### config.mk
export PLATFORM = sky130hd
export DESIGN_NAME = lmt_tagger
export DESIGN_NICKNAME = d
export VERILOG_FILES = /design/src/hw/lmt_pkg.sv /design/src/hw/lmt_crc32.sv /design/src/hw/lmt_tagger.sv
export SDC_FILE = /design/constraint.sdc
export NUM_CORES = 2
export LEC_CHECK = 0
export BUFFER_PORTS_ARGS = -buffer_cell sky130_fd_sc_hd__clkbuf_2
export CORE_MARGIN = 5
export CORE_UTILIZATION = 50
export DETAILED_ROUTE_END_ITERATION = 16
export GPL_TIMING_DRIVEN = 0
export HOLD_SLACK_MARGIN = 0.1
export PLACE_DENSITY = 0.67
export SETUP_SLACK_MARGIN = 0.15
export SYNTH_ARGS = -nofsm -noshare
export SYNTH_HDL_FRONTEND = slang
export SYNTH_SLANG_ARGS = --single-unit
### constraint.sdc
create_clock -name core_clk -period 27.6 [get_ports core_clk]
set_input_delay 4.14 -clock core_clk [delete_from_list [all_inputs] [get_ports core_clk]]
set_output_delay 4.14 -clock core_clk [all_outputs]
set_load 0.05 [all_outputs]
### src/hw/lmt_pkg.sv
// Constants, register map and types of the logical MAC tail tagger.
// Assumes a 20 MHz core clock and a 32-bit AXI4-Lite register bus.
package lmt_pkg;
  localparam int NP     = 6;
  localparam int NG     = 2;
  localparam int HDR_N  = 14;
  localparam int TAG_N  = 6;
  localparam int FCS_N  = 4;
  localparam int TS_W   = 32;
  localparam int TMR_W  = 17;
  localparam int SEQ_W  = 13;
  localparam logic [7:0] SFX_HI = 8'h88;
  localparam logic [7:0] SFX_LO = 8'hfb;
  localparam logic [11:0] SZ_ADD = 12'h008;
  // Sequence clear period
  localparam int CLK_HZ    = 20_000_000;
  localparam int SEQ_CLR_MS = 5;
  localparam int SEQ_CLR_CYC = CLK_HZ / 1000 * SEQ_CLR_MS;
  // CRC-32, reflected form
  localparam logic [31:0] CRC_POLY = 32'hedb88320;
  localparam logic [31:0] CRC_INIT = 32'hffffffff;
  // Register byte addresses
  localparam logic [7:0] A_CTRL = 8'h00;
  localparam logic [7:0] A_STAT = 8'h04;
  localparam logic [7:0] A_TCNT = 8'h08;
  localparam logic [7:0] A_PMH  = 8'h0c;
  localparam logic [7:0] A_PML  = 8'h10;
  localparam logic [7:0] A_RSH  = 8'h14;
  localparam logic [7:0] A_RSL  = 8'h18;
  localparam logic [7:0] A_STH  = 8'h1c;
  localparam logic [7:0] A_STL  = 8'h20;
  localparam logic [7:0] A_LCH  = 8'h24;
  localparam logic [7:0] A_LCL  = 8'h28;
  localparam logic [7:0] A_GRP  = 8'h40;
  localparam logic [7:0] G_STEP = 8'h10;
  localparam logic [7:0] G_CTL  = 8'h00;
  localparam logic [7:0] G_LMH  = 8'h04;
  localparam logic [7:0] G_LML  = 8'h08;
  // Field positions
  localparam int C_REPL = 0;
  localparam int C_MODE = 1;
  localparam int C_TS   = 2;
  localparam int C_HFCS = 3;
  localparam int C_PRIO = 4;
  localparam int S_CONF = 16;
  localparam int GC_EN  = 31;
  localparam int GC_LNK = 8;
  localparam int ST_MSK = 16;
  localparam int LC_ET  = 16;
  localparam logic [31:0] REG_RST = 32'h0000_0000;
  localparam logic [1:0] RSP_OK  = 2'b00;
  localparam logic [1:0] RSP_ERR = 2'b10;
  typedef enum logic [2:0] {
    ST_IDLE = 3'b000, ST_COLL = 3'b001, ST_HDR = 3'b011,
    ST_PASS = 3'b010, ST_TAG  = 3'b110, ST_FCS = 3'b111
  } lmt_st_t;
endpackage

### src/hw/lmt_crc32.sv
// Byte-serial Ethernet CRC-32 accumulator.
// Assumes the caller pulses init before a frame and en once per byte.
`timescale 1ns/1ps
`default_nettype none
module lmt_crc32 (
  // Clock and reset
  input  wire logic        core_clk,
  input  wire logic        rst,
  // Byte feed
  input  wire logic        init,
  input  wire logic        en,
  input  wire logic [7:0]  data,
  // Running remainder, not yet inverted
  output logic [31:0]      crc
);
  import lmt_pkg::*;
  typedef struct packed {
    logic [31:0] c;
  } lmt_crc_t;
  lmt_crc_t s, n;

  function automatic logic [31:0] f_step(logic [31:0] c, logic [7:0] d);
    logic [31:0] r;
    r = c ^ {24'h000000, d};
    for (int i = 0; i < 8; i++) begin
      r = r[0] ? ((r >> 1) ^ CRC_POLY) : (r >> 1);
    end
    return r;
  endfunction

  always_comb begin
    n = s;
    if (init) begin
      n.c = CRC_INIT;
    end else if (en) begin
      n.c = f_step(s.c, data);
    end
  end

  always_ff @(posedge core_clk or posedge rst) begin
    if (rst) begin
      s.c <= CRC_INIT;
    end else begin
      s <= n;
    end
  end

  assign crc = s.c;
endmodule
`default_nettype wire

### src/hw/lmt_tagger.sv
// Logical MAC partitioning: forwarding decision, tail tag, SA swap, FCS.
// Assumes byte frames without FCS from the fabric and an AXI4-Lite master.
`timescale 1ns/1ps
`default_nettype none
module lmt_tagger #(
  parameter int SEQ_CLR = lmt_pkg::SEQ_CLR_CYC
) (
  // Clock and reset
  input  wire logic                     core_clk,
  input  wire logic                     rst,
  // AXI4-Lite slave
  input  wire logic [7:0]               s_axi_awaddr,
  input  wire logic                     s_axi_awvalid,
  output logic                          s_axi_awready,
  input  wire logic [31:0]              s_axi_wdata,
  input  wire logic [3:0]               s_axi_wstrb,
  input  wire logic                     s_axi_wvalid,
  output logic                          s_axi_wready,
  output logic [1:0]                    s_axi_bresp,
  output logic                          s_axi_bvalid,
  input  wire logic                     s_axi_bready,
  input  wire logic [7:0]               s_axi_araddr,
  input  wire logic                     s_axi_arvalid,
  output logic                          s_axi_arready,
  output logic [31:0]                   s_axi_rdata,
  output logic [1:0]                    s_axi_rresp,
  output logic                          s_axi_rvalid,
  input  wire logic                     s_axi_rready,
  // Ingress frame bytes
  input  wire logic                     in_valid,
  output logic                          in_ready,
  input  wire logic [7:0]               in_data,
  input  wire logic                     in_last,
  input  wire logic [2:0]               in_port,
  input  wire logic [lmt_pkg::TS_W-1:0] in_ts,
  input  wire logic [lmt_pkg::NP-1:0]   in_host_mask,
  // Egress frame bytes and side band
  output logic                          out_valid,
  input  wire logic                     out_ready,
  output logic [7:0]                    out_data,
  output logic                          out_last,
  output logic [lmt_pkg::NP-1:0]        out_mask,
  output logic [2:0]                    out_port,
  output logic [lmt_pkg::TS_W-1:0]      out_ts,
  output logic [1:0]                    out_cls,
  output logic [2:0]                    out_prio
);
  import lmt_pkg::*;

  typedef struct packed {
    lmt_st_t st;
    logic [3:0] cnt;
    logic [HDR_N-1:0][7:0] hdr;
    logic [2:0] port;
    logic [NP-1:0] hmask;
    logic [TS_W-1:0] ts;
    logic [11:0] size;
    logic tag;
    logic fcs;
    logic [SEQ_W-1:0] seq;
    logic [TMR_W-1:0] tmr;
    logic [15:0] tcnt;
    logic irdy;
    logic ov;
    logic [7:0] od;
    logic ol;
    logic [NP-1:0] om;
    logic [2:0] op;
    logic [TS_W-1:0] ots;
    logic [1:0] ocls;
    logic [2:0] opri;
    logic [31:0] ctrl, pmh, pml, rsh, rsl, sth, stl, lch, lcl;
    logic [NG-1:0][31:0] gc;
    logic [NG-1:0][31:0] glh;
    logic [NG-1:0][31:0] gll;
    logic awg, wg, awr, wr, bv, arr, rv;
    logic [7:0] aa;
    logic [31:0] wd, rd;
    logic [3:0] ws;
    logic [1:0] br, rr;
  } lmt_s_t;
  lmt_s_t s, n;

  logic [47:0] da, sa, rval;
  logic [NP-1:0] ig, lnk_all, seen, allow, spm, dmask, gnet;
  logic [NG-1:0] gok;
  logic conf, hit, sph, host, dtag, sta_hit, repl, adv, em, el, eok;
  logic [2:0] gl, egp;
  logic [$clog2(NG)-1:0] hg, eg;
  logic [7:0] eb;
  logic [1:0] cls;
  logic [11:0] tsz;
  logic [31:0] crc, rdv;
  logic tmr_end, crc_init;

  function automatic logic [47:0] f_mac(logic [HDR_N-1:0][7:0] h, int b);
    logic [47:0] m;
    m = '0;
    for (int i = 0; i < 6; i++) begin
      m = {m[39:0], h[b+i]};
    end
    return m;
  endfunction

  function automatic logic [47:0] f_pmac(logic [31:0] hi, logic [31:0] lo,
                                         logic [2:0] p);
    return {hi[15:0], lo[31:8], 8'(lo[7:0] + {5'h00, p})};
  endfunction

  function automatic logic [31:0] f_wr(logic [31:0] o, logic [31:0] d,
                                       logic [3:0] b);
    logic [31:0] r;
    r = o;
    for (int i = 0; i < 4; i++) begin
      if (b[i]) r[8*i+:8] = d[8*i+:8];
    end
    return r;
  endfunction

  lmt_crc32 u_crc (
    .core_clk (core_clk),
    .rst      (rst),
    .init     (crc_init),
    .en       (em && s.st != ST_FCS),
    .data     (eb),
    .crc      (crc)
  );

  ////////////////////////////////////////////////////////////////////////
  // Forwarding decision, evaluated while the header is held
  always_comb begin
    da = f_mac(s.hdr, 0);
    sa = f_mac(s.hdr, 6);
    ig = {{(NP-1){1'b0}}, 1'b1} << s.port;
    lnk_all = '0;
    seen = '0;
    allow = '0;
    conf = 1'b0;
    hit = 1'b0;
    hg = '0;
    gok = '0;
    for (int g = NG - 1; g >= 0; g--) begin
      gl = s.gc[g][GC_LNK+:3];
      gnet = s.gc[g][NP-1:0];
      // Valid only with one link port and at least one network port
      gok[g] = s.gc[g][GC_EN] && gnet != '0 && gl < 3'(NP) && !gnet[gl];
      if (gok[g]) begin
        lnk_all[gl] = 1'b1;
        conf = conf | ((seen & gnet) != '0);
        seen = seen | gnet;
        if ((gnet & ig) != '0) begin
          hit = 1'b1;
          hg = ($clog2(NG))'(g);
        end
        if (((gnet | lnk_all) & ig) != '0 || gl == s.port) begin
          allow = allow | gnet | ({{(NP-1){1'b0}}, 1'b1} << gl);
        end
      end
    end
    if (allow == '0) allow = ~lnk_all;
    spm = '0;
    sph = 1'b0;
    for (int p = 0; p < NP; p++) begin
      if (!sph && sa == f_pmac(s.pmh, s.pml, 3'(p))) begin
        sph = 1'b1;
        spm[p] = 1'b1;
      end
    end
    host = (lnk_all & ig) != '0 && s.hmask != '0;
    sta_hit = da == {s.sth[15:0], s.stl};
    dtag = 1'b0;
    gl = s.gc[hg][GC_LNK+:3];
    if (host) begin
      dmask = s.hmask;
    end else if (sph) begin
      dmask = spm;
    end else if (hit && da == {s.glh[hg][15:0], s.gll[hg]}) begin
      dmask = {{(NP-1){1'b0}}, 1'b1} << gl;
      dtag = 1'b1;
    end else if (sta_hit) begin
      dmask = s.sth[ST_MSK+:NP] & ~ig;
    end else begin
      dmask = allow & ~lnk_all & ~ig;
    end
    egp = '0;
    for (int p = NP - 1; p >= 0; p--) begin
      if (dmask[p]) egp = 3'(p);
    end
    eg = '0;
    repl = 1'b0;
    for (int g = 0; g < NG; g++) begin
      if (gok[g] && s.gc[g][egp] && !repl) begin
        eg = ($clog2(NG))'(g);
        repl = s.ctrl[C_REPL] && dmask != '0 && sa == {s.rsh[15:0], s.rsl};
      end
    end
    // Port MAC of the egress port, or the logical MAC of its group
    rval = s.ctrl[C_MODE] ? f_pmac(s.pmh, s.pml, egp)
                          : {s.glh[eg][15:0], s.gll[eg]};
    // Destination outranks Ethertype
    if (da == {s.lch[15:0], s.lcl}) cls = 2'd1;
    else if ({s.hdr[12], s.hdr[13]} == s.lch[LC_ET+:16]) cls = 2'd2;
    else cls = 2'd0;
  end

  ////////////////////////////////////////////////////////////////////////
  // Frame sequencing and register file
  assign adv = !s.ov || out_ready;
  assign tmr_end = s.tmr == TMR_W'(SEQ_CLR - 1);
  assign crc_init = s.st == ST_IDLE;
  assign tsz = 12'(s.size + SZ_ADD);

  always_comb begin
    n = s;
    em = 1'b0;
    el = 1'b0;
    eb = 8'h00;
    eok = 1'b1;
    rdv = 32'h0000_0000;
    if (s.ov && out_ready) n.ov = 1'b0;
    case (s.st)
      ST_IDLE: begin
        if (in_valid && s.irdy) begin
          n.port = in_port;
          n.ts = in_ts;
          n.hmask = in_host_mask;
          n.hdr[0] = in_data;
          n.cnt = 4'd1;
          n.st = ST_COLL;
        end
      end
      ST_COLL: begin
        if (in_valid && s.irdy) begin
          n.hdr[s.cnt] = in_data;
          n.cnt = 4'(s.cnt + 4'd1);
          // Runts are dropped; there is no header to decide on
          if (in_last) n.st = ST_IDLE;
          else if (s.cnt == 4'(HDR_N - 1)) begin
            n.st = ST_HDR;
            n.cnt = 4'd0;
          end
        end
      end
      ST_HDR: begin
        if (adv) begin
          em = 1'b1;
          eb = s.hdr[s.cnt];
          if (repl && s.cnt >= 4'd6 && s.cnt < 4'd12) begin
            eb = rval[8*(11-s.cnt)+:8];
          end
          if (s.cnt == 4'd0) begin
            n.tag = dtag;
            // Host frames may arrive with their own FCS
            n.fcs = dtag || !host || s.ctrl[C_HFCS];
            n.om = dmask;
            n.ocls = cls;
            n.opri = host ? s.ctrl[C_PRIO+:3] : 3'd0;
            if (s.ctrl[C_TS] && (cls != 2'd0 || dtag)) begin
              n.ots = s.ts;
              n.op = s.port;
            end else begin
              n.ots = '0;
              n.op = 3'd0;
            end
          end
          n.cnt = 4'(s.cnt + 4'd1);
          if (s.cnt == 4'(HDR_N - 1)) begin
            n.st = ST_PASS;
            n.size = 12'h000;
          end
        end
      end
      ST_PASS: begin
        if (in_valid && s.irdy) begin
          em = 1'b1;
          eb = in_data;
          n.size = 12'(s.size + 12'd1);
          n.cnt = 4'd0;
          if (in_last) begin
            if (s.tag) n.st = ST_TAG;
            else if (s.fcs) n.st = ST_FCS;
            else begin
              el = 1'b1;
              n.st = ST_IDLE;
            end
          end
        end
      end
      ST_TAG: begin
        if (adv) begin
          em = 1'b1;
          case (s.cnt)
            4'd0: eb = {3'(s.port + 3'd1), s.seq[12:8]};
            4'd1: eb = s.seq[7:0];
            4'd2: eb = {4'h0, tsz[11:8]};
            4'd3: eb = tsz[7:0];
            4'd4: eb = SFX_HI;
            default: eb = SFX_LO;
          endcase
          n.cnt = 4'(s.cnt + 4'd1);
          if (s.cnt == 4'(TAG_N - 1)) begin
            n.st = ST_FCS;
            n.cnt = 4'd0;
            n.tcnt = 16'(s.tcnt + 16'd1);
            // Saturate so the count never spills toward the port code
            if (s.seq != '1) n.seq = SEQ_W'(s.seq + 1'b1);
          end
        end
      end
      default: begin
        if (adv) begin
          em = 1'b1;
          eb = ~crc[8*s.cnt[1:0]+:8];
          n.cnt = 4'(s.cnt + 4'd1);
          if (s.cnt == 4'(FCS_N - 1)) begin
            el = 1'b1;
            n.st = ST_IDLE;
          end
        end
      end
    endcase
    if (em) begin
      n.ov = 1'b1;
      n.od = eb;
      n.ol = el;
    end
    // Clear wins over the increment; both are hardware events
    if (tmr_end) begin
      n.tmr = '0;
      n.seq = '0;
    end else begin
      n.tmr = TMR_W'(s.tmr + 1'b1);
    end
    // One byte in flight in pass-through: half rate, no skid buffer
    n.irdy = n.st == ST_IDLE || n.st == ST_COLL || (n.st == ST_PASS && !n.ov);
    // AXI write: address and data in either order
    if (s.awr && s_axi_awvalid) begin
      n.awg = 1'b1;
      n.aa = s_axi_awaddr;
    end
    if (s.wr && s_axi_wvalid) begin
      n.wg = 1'b1;
      n.wd = s_axi_wdata;
      n.ws = s_axi_wstrb;
    end
    if (s.bv && s_axi_bready) n.bv = 1'b0;
    if (s.awg && s.wg && !s.bv) begin
      if ({s.aa[7:2], 2'b00} == A_CTRL) n.ctrl = f_wr(s.ctrl, s.wd, s.ws);
      else if ({s.aa[7:2], 2'b00} == A_PMH) n.pmh = f_wr(s.pmh, s.wd, s.ws);
      else if ({s.aa[7:2], 2'b00} == A_PML) n.pml = f_wr(s.pml, s.wd, s.ws);
      else if ({s.aa[7:2], 2'b00} == A_RSH) n.rsh = f_wr(s.rsh, s.wd, s.ws);
      else if ({s.aa[7:2], 2'b00} == A_RSL) n.rsl = f_wr(s.rsl, s.wd, s.ws);
      else if ({s.aa[7:2], 2'b00} == A_STH) n.sth = f_wr(s.sth, s.wd, s.ws);
      else if ({s.aa[7:2], 2'b00} == A_STL) n.stl = f_wr(s.stl, s.wd, s.ws);
      else if ({s.aa[7:2], 2'b00} == A_LCH) n.lch = f_wr(s.lch, s.wd, s.ws);
      else if ({s.aa[7:2], 2'b00} == A_LCL) n.lcl = f_wr(s.lcl, s.wd, s.ws);
      else eok = 1'b0;
      for (int g = 0; g < NG; g++) begin
        if ({s.aa[7:2], 2'b00} == 8'(A_GRP + G_STEP * g + G_CTL)) begin
          n.gc[g] = f_wr(s.gc[g], s.wd, s.ws);
          eok = 1'b1;
        end else if ({s.aa[7:2], 2'b00} == 8'(A_GRP + G_STEP * g + G_LMH)) begin
          n.glh[g] = f_wr(s.glh[g], s.wd, s.ws);
          eok = 1'b1;
        end else if ({s.aa[7:2], 2'b00} == 8'(A_GRP + G_STEP * g + G_LML)) begin
          n.gll[g] = f_wr(s.gll[g], s.wd, s.ws);
          eok = 1'b1;
        end
      end
      n.br = eok ? RSP_OK : RSP_ERR;
      n.bv = 1'b1;
      n.awg = 1'b0;
      n.wg = 1'b0;
    end
    n.awr = !n.awg && !n.bv;
    n.wr = !n.wg && !n.bv;
    // AXI read; unmapped addresses answer zero with SLVERR
    if (s.rv && s_axi_rready) n.rv = 1'b0;
    if (s.arr && s_axi_arvalid) begin
      eok = 1'b1;
      if ({s_axi_araddr[7:2], 2'b00} == A_CTRL) rdv = {25'h0, s.ctrl[6:0]};
      else if ({s_axi_araddr[7:2], 2'b00} == A_STAT)
        rdv = {15'h0, conf, 3'h0, s.seq};
      else if ({s_axi_araddr[7:2], 2'b00} == A_TCNT) rdv = {16'h0, s.tcnt};
      else if ({s_axi_araddr[7:2], 2'b00} == A_PMH) rdv = {16'h0, s.pmh[15:0]};
      else if ({s_axi_araddr[7:2], 2'b00} == A_PML) rdv = s.pml;
      else if ({s_axi_araddr[7:2], 2'b00} == A_RSH) rdv = {16'h0, s.rsh[15:0]};
      else if ({s_axi_araddr[7:2], 2'b00} == A_RSL) rdv = s.rsl;
      else if ({s_axi_araddr[7:2], 2'b00} == A_STH) rdv = {10'h0, s.sth[21:0]};
      else if ({s_axi_araddr[7:2], 2'b00} == A_STL) rdv = s.stl;
      else if ({s_axi_araddr[7:2], 2'b00} == A_LCH) rdv = s.lch;
      else if ({s_axi_araddr[7:2], 2'b00} == A_LCL) rdv = s.lcl;
      else eok = 1'b0;
      for (int g = 0; g < NG; g++) begin
        if ({s_axi_araddr[7:2], 2'b00} == 8'(A_GRP + G_STEP * g + G_CTL)) begin
          rdv = {s.gc[g][31], 20'h0, s.gc[g][10:8], 2'h0, s.gc[g][5:0]};
          eok = 1'b1;
        end else if ({s_axi_araddr[7:2], 2'b00} == 8'(A_GRP + G_STEP * g + G_LMH)) begin
          rdv = {16'h0, s.glh[g][15:0]};
          eok = 1'b1;
        end else if ({s_axi_araddr[7:2], 2'b00} == 8'(A_GRP + G_STEP * g + G_LML)) begin
          rdv = s.gll[g];
          eok = 1'b1;
        end
      end
      n.rd = rdv;
      n.rr = eok ? RSP_OK : RSP_ERR;
      n.rv = 1'b1;
    end
    n.arr = !n.rv;
  end

  always_ff @(posedge core_clk or posedge rst) begin
    if (rst) begin
      s <= '0;
      s.st <= ST_IDLE;
    end else begin
      s <= n;
    end
  end

  ////////////////////////////////////////////////////////////////////////
  // Outputs
  assign s_axi_awready = s.awr;
  assign s_axi_wready  = s.wr;
  assign s_axi_bresp   = s.br;
  assign s_axi_bvalid  = s.bv;
  assign s_axi_arready = s.arr;
  assign s_axi_rdata   = s.rd;
  assign s_axi_rresp   = s.rr;
  assign s_axi_rvalid  = s.rv;
  assign in_ready      = s.irdy;
  assign out_valid     = s.ov;
  assign out_data      = s.od;
  assign out_last      = s.ol;
  assign out_mask      = s.om;
  assign out_port      = s.op;
  assign out_ts        = s.ots;
  assign out_cls       = s.ocls;
  assign out_prio      = s.opri;

  ////////////////////////////////////////////////////////////////////////
  // Checks
  a_tag_code: assert property (@(posedge core_clk) disable iff (rst)
    (s.st == ST_TAG && s.cnt == 4'd0 && adv)
      |=> out_data[7:5] == 3'($past(s.port) + 3'd1))
    else $error("trailer port code wrong");
  a_tag_suffix: assert property (@(posedge core_clk) disable iff (rst)
    (s.st == ST_TAG && s.cnt == 4'd4 && adv) |=> out_data == SFX_HI)
    else $error("trailer suffix high byte wrong");
  a_tag_sfx_lo: assert property (@(posedge core_clk) disable iff (rst)
    (s.st == ST_TAG && s.cnt == 4'd5 && adv) |=> out_data == SFX_LO)
    else $error("trailer suffix low byte wrong");
  a_fcs_follows: assert property (@(posedge core_clk) disable iff (rst)
    (s.st == ST_TAG && s.cnt == 4'd5 && adv) |=> s.st == ST_FCS && !out_last)
    else $error("trailer not followed by fcs");
  a_seq_clear: assert property (@(posedge core_clk) disable iff (rst)
    tmr_end |=> s.seq == '0 && s.tmr == '0)
    else $error("sequence counter not cleared");
  a_tag_link: assert property (@(posedge core_clk) disable iff (rst)
    (s.st == ST_HDR && s.cnt == 4'd0 && adv && dtag)
      |=> $onehot(out_mask) && (out_mask & $past(lnk_all)) != '0)
    else $error("logical mac frame not sent to link port");
  a_grp_confine: assert property (@(posedge core_clk) disable iff (rst)
    (s.st == ST_HDR && s.cnt == 4'd0 && adv && !host && !sph)
      |=> (out_mask & $past(ig)) == '0)
    else $error("frame returned to ingress port");
  a_link_block: assert property (@(posedge core_clk) disable iff (rst)
    (s.st == ST_HDR && s.cnt == 4'd0 && adv && !host && !sph && !dtag && !sta_hit)
      |=> (out_mask & $past(lnk_all)) == '0)
    else $error("unmatched traffic reached link port");
  a_sa_port: assert property (@(posedge core_clk) disable iff (rst)
    (s.st == ST_HDR && s.cnt == 4'd0 && adv && !host && sph)
      |=> out_mask == $past(spm))
    else $error("own source mac not sent out its port");
  a_sa_repl: assert property (@(posedge core_clk) disable iff (rst)
    (s.st == ST_HDR && s.cnt == 4'd6 && adv && repl)
      |=> out_data == $past(rval[47:40]))
    else $error("source mac not replaced");
endmodule
`default_nettype wire
==> out/results.ini <==
[clock_tree]
clock_latency_ns = 0.67
cts_resized = 0
clock_tree.root_cell = clkbuf_16
hold_buffers = 0
cts_tree = built
cts_max_level = 3
clockBufferDepth = 3
cts_setup_buffers = 0
cts_inserted_buffers = 82
path_clk_slew_ns = 0.07
numClockSinks = 729

[worst_setup_path]
required_ns = 28.20
cp_max_fo = 10
cpMaxStageDelayCell = o221ai_1
worstSetupStartpointType = flip-flop
worstPathArrival_ns = 11.54
path_class = reg2reg
endpoint_kind = flip-flop
critPathMaxStageDelay_ns = 0.80

[grt]
grt_pass1_vias = 36180
gr-usage-all-layers = 0.4574
grt_start_max_net_pins = 124
grt_first_pass_wirelength_microns = 289800
antenna_found_initial = 18
grt_overflow = 0

[logic_synthesis]
seq_area_frac_synth = 0.4318
synth_area_sq_mm = 0.04234
synth_edf_count = 0
ys.flop_type = dfrtp_1
synth_top_family_by_area = multiplexers
synthArstFlopShare = 1.000
synthXorXnorAreaFrac = 0.08333
syn_avg_cell_area_sq_um = 10.39
synthAdderAreaFrac = 0.009043
synth.area.mux_share = 0.1711
yosys.area_share.simple = 0.1250
yosysWarnings = 0
ys_ff_latch = 729
synth_cells = 4077
synth_compound_area_frac = 0.1288
synth_cell_type_count = 111

[placed_design]
hpwl_microns = 166200
finalWeightedCongestion = 1.084
numPortBuffers = 200
dp_cells = 5420
dpl_cell_area_sq_mm = 0.04498

[drt]
num_vias = 38070
via_per_inst = 6.835
routed_wirelength_microns = 211500
drtIter0Drc = 5453
wl_per_cell_microns = 37.99
route.detailed.drc = 0
first_pass_iters = 8
drtAntennaViolNets = 0

[job]
maxCapViolCount = 0

[sta]
rsz0062_at_grt = no
max_freq_mhz = 91.38
fin_setup_tns_ns = 0
finalCritPeriodShare = 0.3965
slew-limit-headroom = 0.02576
hold_violations = 0
worst_pin_slew_ns = 1.461
finalMaxSlewViolations = 0
holdWs_ns = 0.4725
period_needed_ns = 10.94
fin_skew_ns = 0.04691
setup_viol = 0

[finish]
drive_gt1_frac = 0.2437
n_fill_cell = 7328
stdcell_area_sq_mm = 0.04772
area_growth_pct = 12.71
fin_nets = 4511
fin_cells = 5569
final_util = 0.5694

[power]
leakage_nw = 22.33
ir_drop_uv = 74.48
p_per_area_mw_per_mm2 = 116.1

[worst_hold_path]
hold_class = reg2reg

[outcome]
status = completed

[die]
dieArea_sq_mm = 0.09060
core_area_sq_mm = 0.08382
die_w_microns = 301
start_util = 0.5051
rows = 106
die_h_microns = 301
num_io_pins = 209

-- final timing paths --
path	startpoint	to	slack [ns]	depth (start not counted)
setup / recovery	s[724]	u_crc.crc[18]	16.66	26
hold / removal	s[644]	s[644]	0.47	1
setup reg to reg	s[724]	u_crc.crc[18]	16.66	26
hold reg to reg	s[644]	s[644]	0.47	1
max in group asynchronous	rst	s[193]	21.84	5
min in group asynchronous	rst	s[652]	3.57	2
-- kinds of logic (layout without fill, tap and decap cells) --
| logic type | Yosys count | after routing |
|---|---|---|
| buf+inv | 467 | 817 |
| xor+xnor | 356 | 356 |
| simple gates | 1093 | 1093 |
| flops | 729 | 729 |
| other cells | 1 | 9 |
| compound gates | 782 | 782 |
| fa+ha+maj | 30 | 30 |
| mux | 619 | 619 |
-- critical path: cells and delay by family (launching register included) --
kind	cells	cell delay (ns)
adders and majority gates	1	0.39
xor gates and xnor gates	2	1.04
buffers and inverters	6	1.79
DFF	1	0.32
and+or+nand+nor	6	2.20
AOI/OAI and AO/OA	9	3.69
muxes	2	1.36
-- synth_stat cells (95+ instances only) --
| master | n | share of area |
|---|---|---|
| a21oi_1 | 161 | 0.019 |
| buf_4 | 95 | 0.017 |
| clkbuf_1 | 205 | 0.018 |
| dfrtp_1 | 697 | 0.41 |
| inv_1 | 126 | 0.011 |
| mux2_2 | 508 | 0.14 |
| nand2_1 | 419 | 0.037 |
| nand3_1 | 104 | 0.012 |
| nor2_1 | 178 | 0.016 |
| o21ai_0 | 158 | 0.019 |
| xnor2_1 | 138 | 0.029 |
| xor2_1 | 188 | 0.039 |
-- registers in the layout (all words and copies together) (netlist names), 3 cells and up --
signal	count
u_crc.crc	32
gnet	6
da	48
s	547
out_port	3
s_axi_rdata	32
out_prio	3
out_data	8
out_ts	32
out_mask	6
-- metal layers --
metal / GRT usage / vias to the layer above / routed length (microns)
met4: 0.3075 / 18 / 18400
met3: 0.1642 / 749 / 27570
li1: - / 15330 / -
met1: 0.5898 / 19130 / 79110
met2: 0.6455 / 2844 / 86350
met5: 0 / - / 117
-- layout by cell type, fill, tap and decap left out, drive strengths merged, types with 10 or more instances in the layout --
cell type and n:
o2111ai 16, xor3 10, dfrtp 697, or2 12
and3 26, or4 10, or3 15, clkbuf 517
a221oi 28, nand2 419, a211oi 14, xnor2 139
a22o 53, o221ai 12, o21ai 168, mux4 33
o211ai 23, nand2b 35, xnor3 12, mux2i 78
inv 131, clkinv 17, and2 19, nand4 53
nor2 179, o22ai 45, ha 29, dfstp 32
buf 143, a22oi 43, nor4 61, a31oi 47
nor3 87, nor2b 25, a2111oi 11, a21oi 161
nand3 105, xor2 195, mux2 508, a222oi 40
-- layout make-up --
| type | instances | area [sq um] | share of cell area |
|---|---|---|---|
| Timing Repair Buffer | 208 | 1185 | 0.02483 |
| Inverter | 127 | 484.2 | 0.01015 |
| Clock buffer | 112 | 2325 | 0.04871 |
| Tap cell | 1134 | 1419 | 0.02973 |
| Clock inverter | 30 | 404.1 | 0.008468 |
| Buffer | 340 | 1677 | 0.03513 |
| Sequential cell | 729 | 18280 | 0.3831 |
| Multi-Input combinational cell | 2882 | 21930 | 0.4595 |
| Antenna cell | 7 | 17.52 | 0.0003670 |
-- through the flow --
stage | setup WS [ns] | power (mW)
after floorplan | 3.061 | 3.136
final | 16.66 | 5.542
after CTS | 17.03 | 5.386
after global placement | -5.031 | 4.239
after global routing | 16.45 | 5.653
after detailed placement | 17.10 | 4.266
-- power by group --
group | switching [mW] | internal, mW | leakage, nW
clock | 0.487 | 0.634 | 1.32
combinational | 1.60 | 0.883 | 11.3
sequential | 0.584 | 1.35 | 9.72
total | 2.67 | 2.87 | 22.3
(Power assumes the default switching activity.)
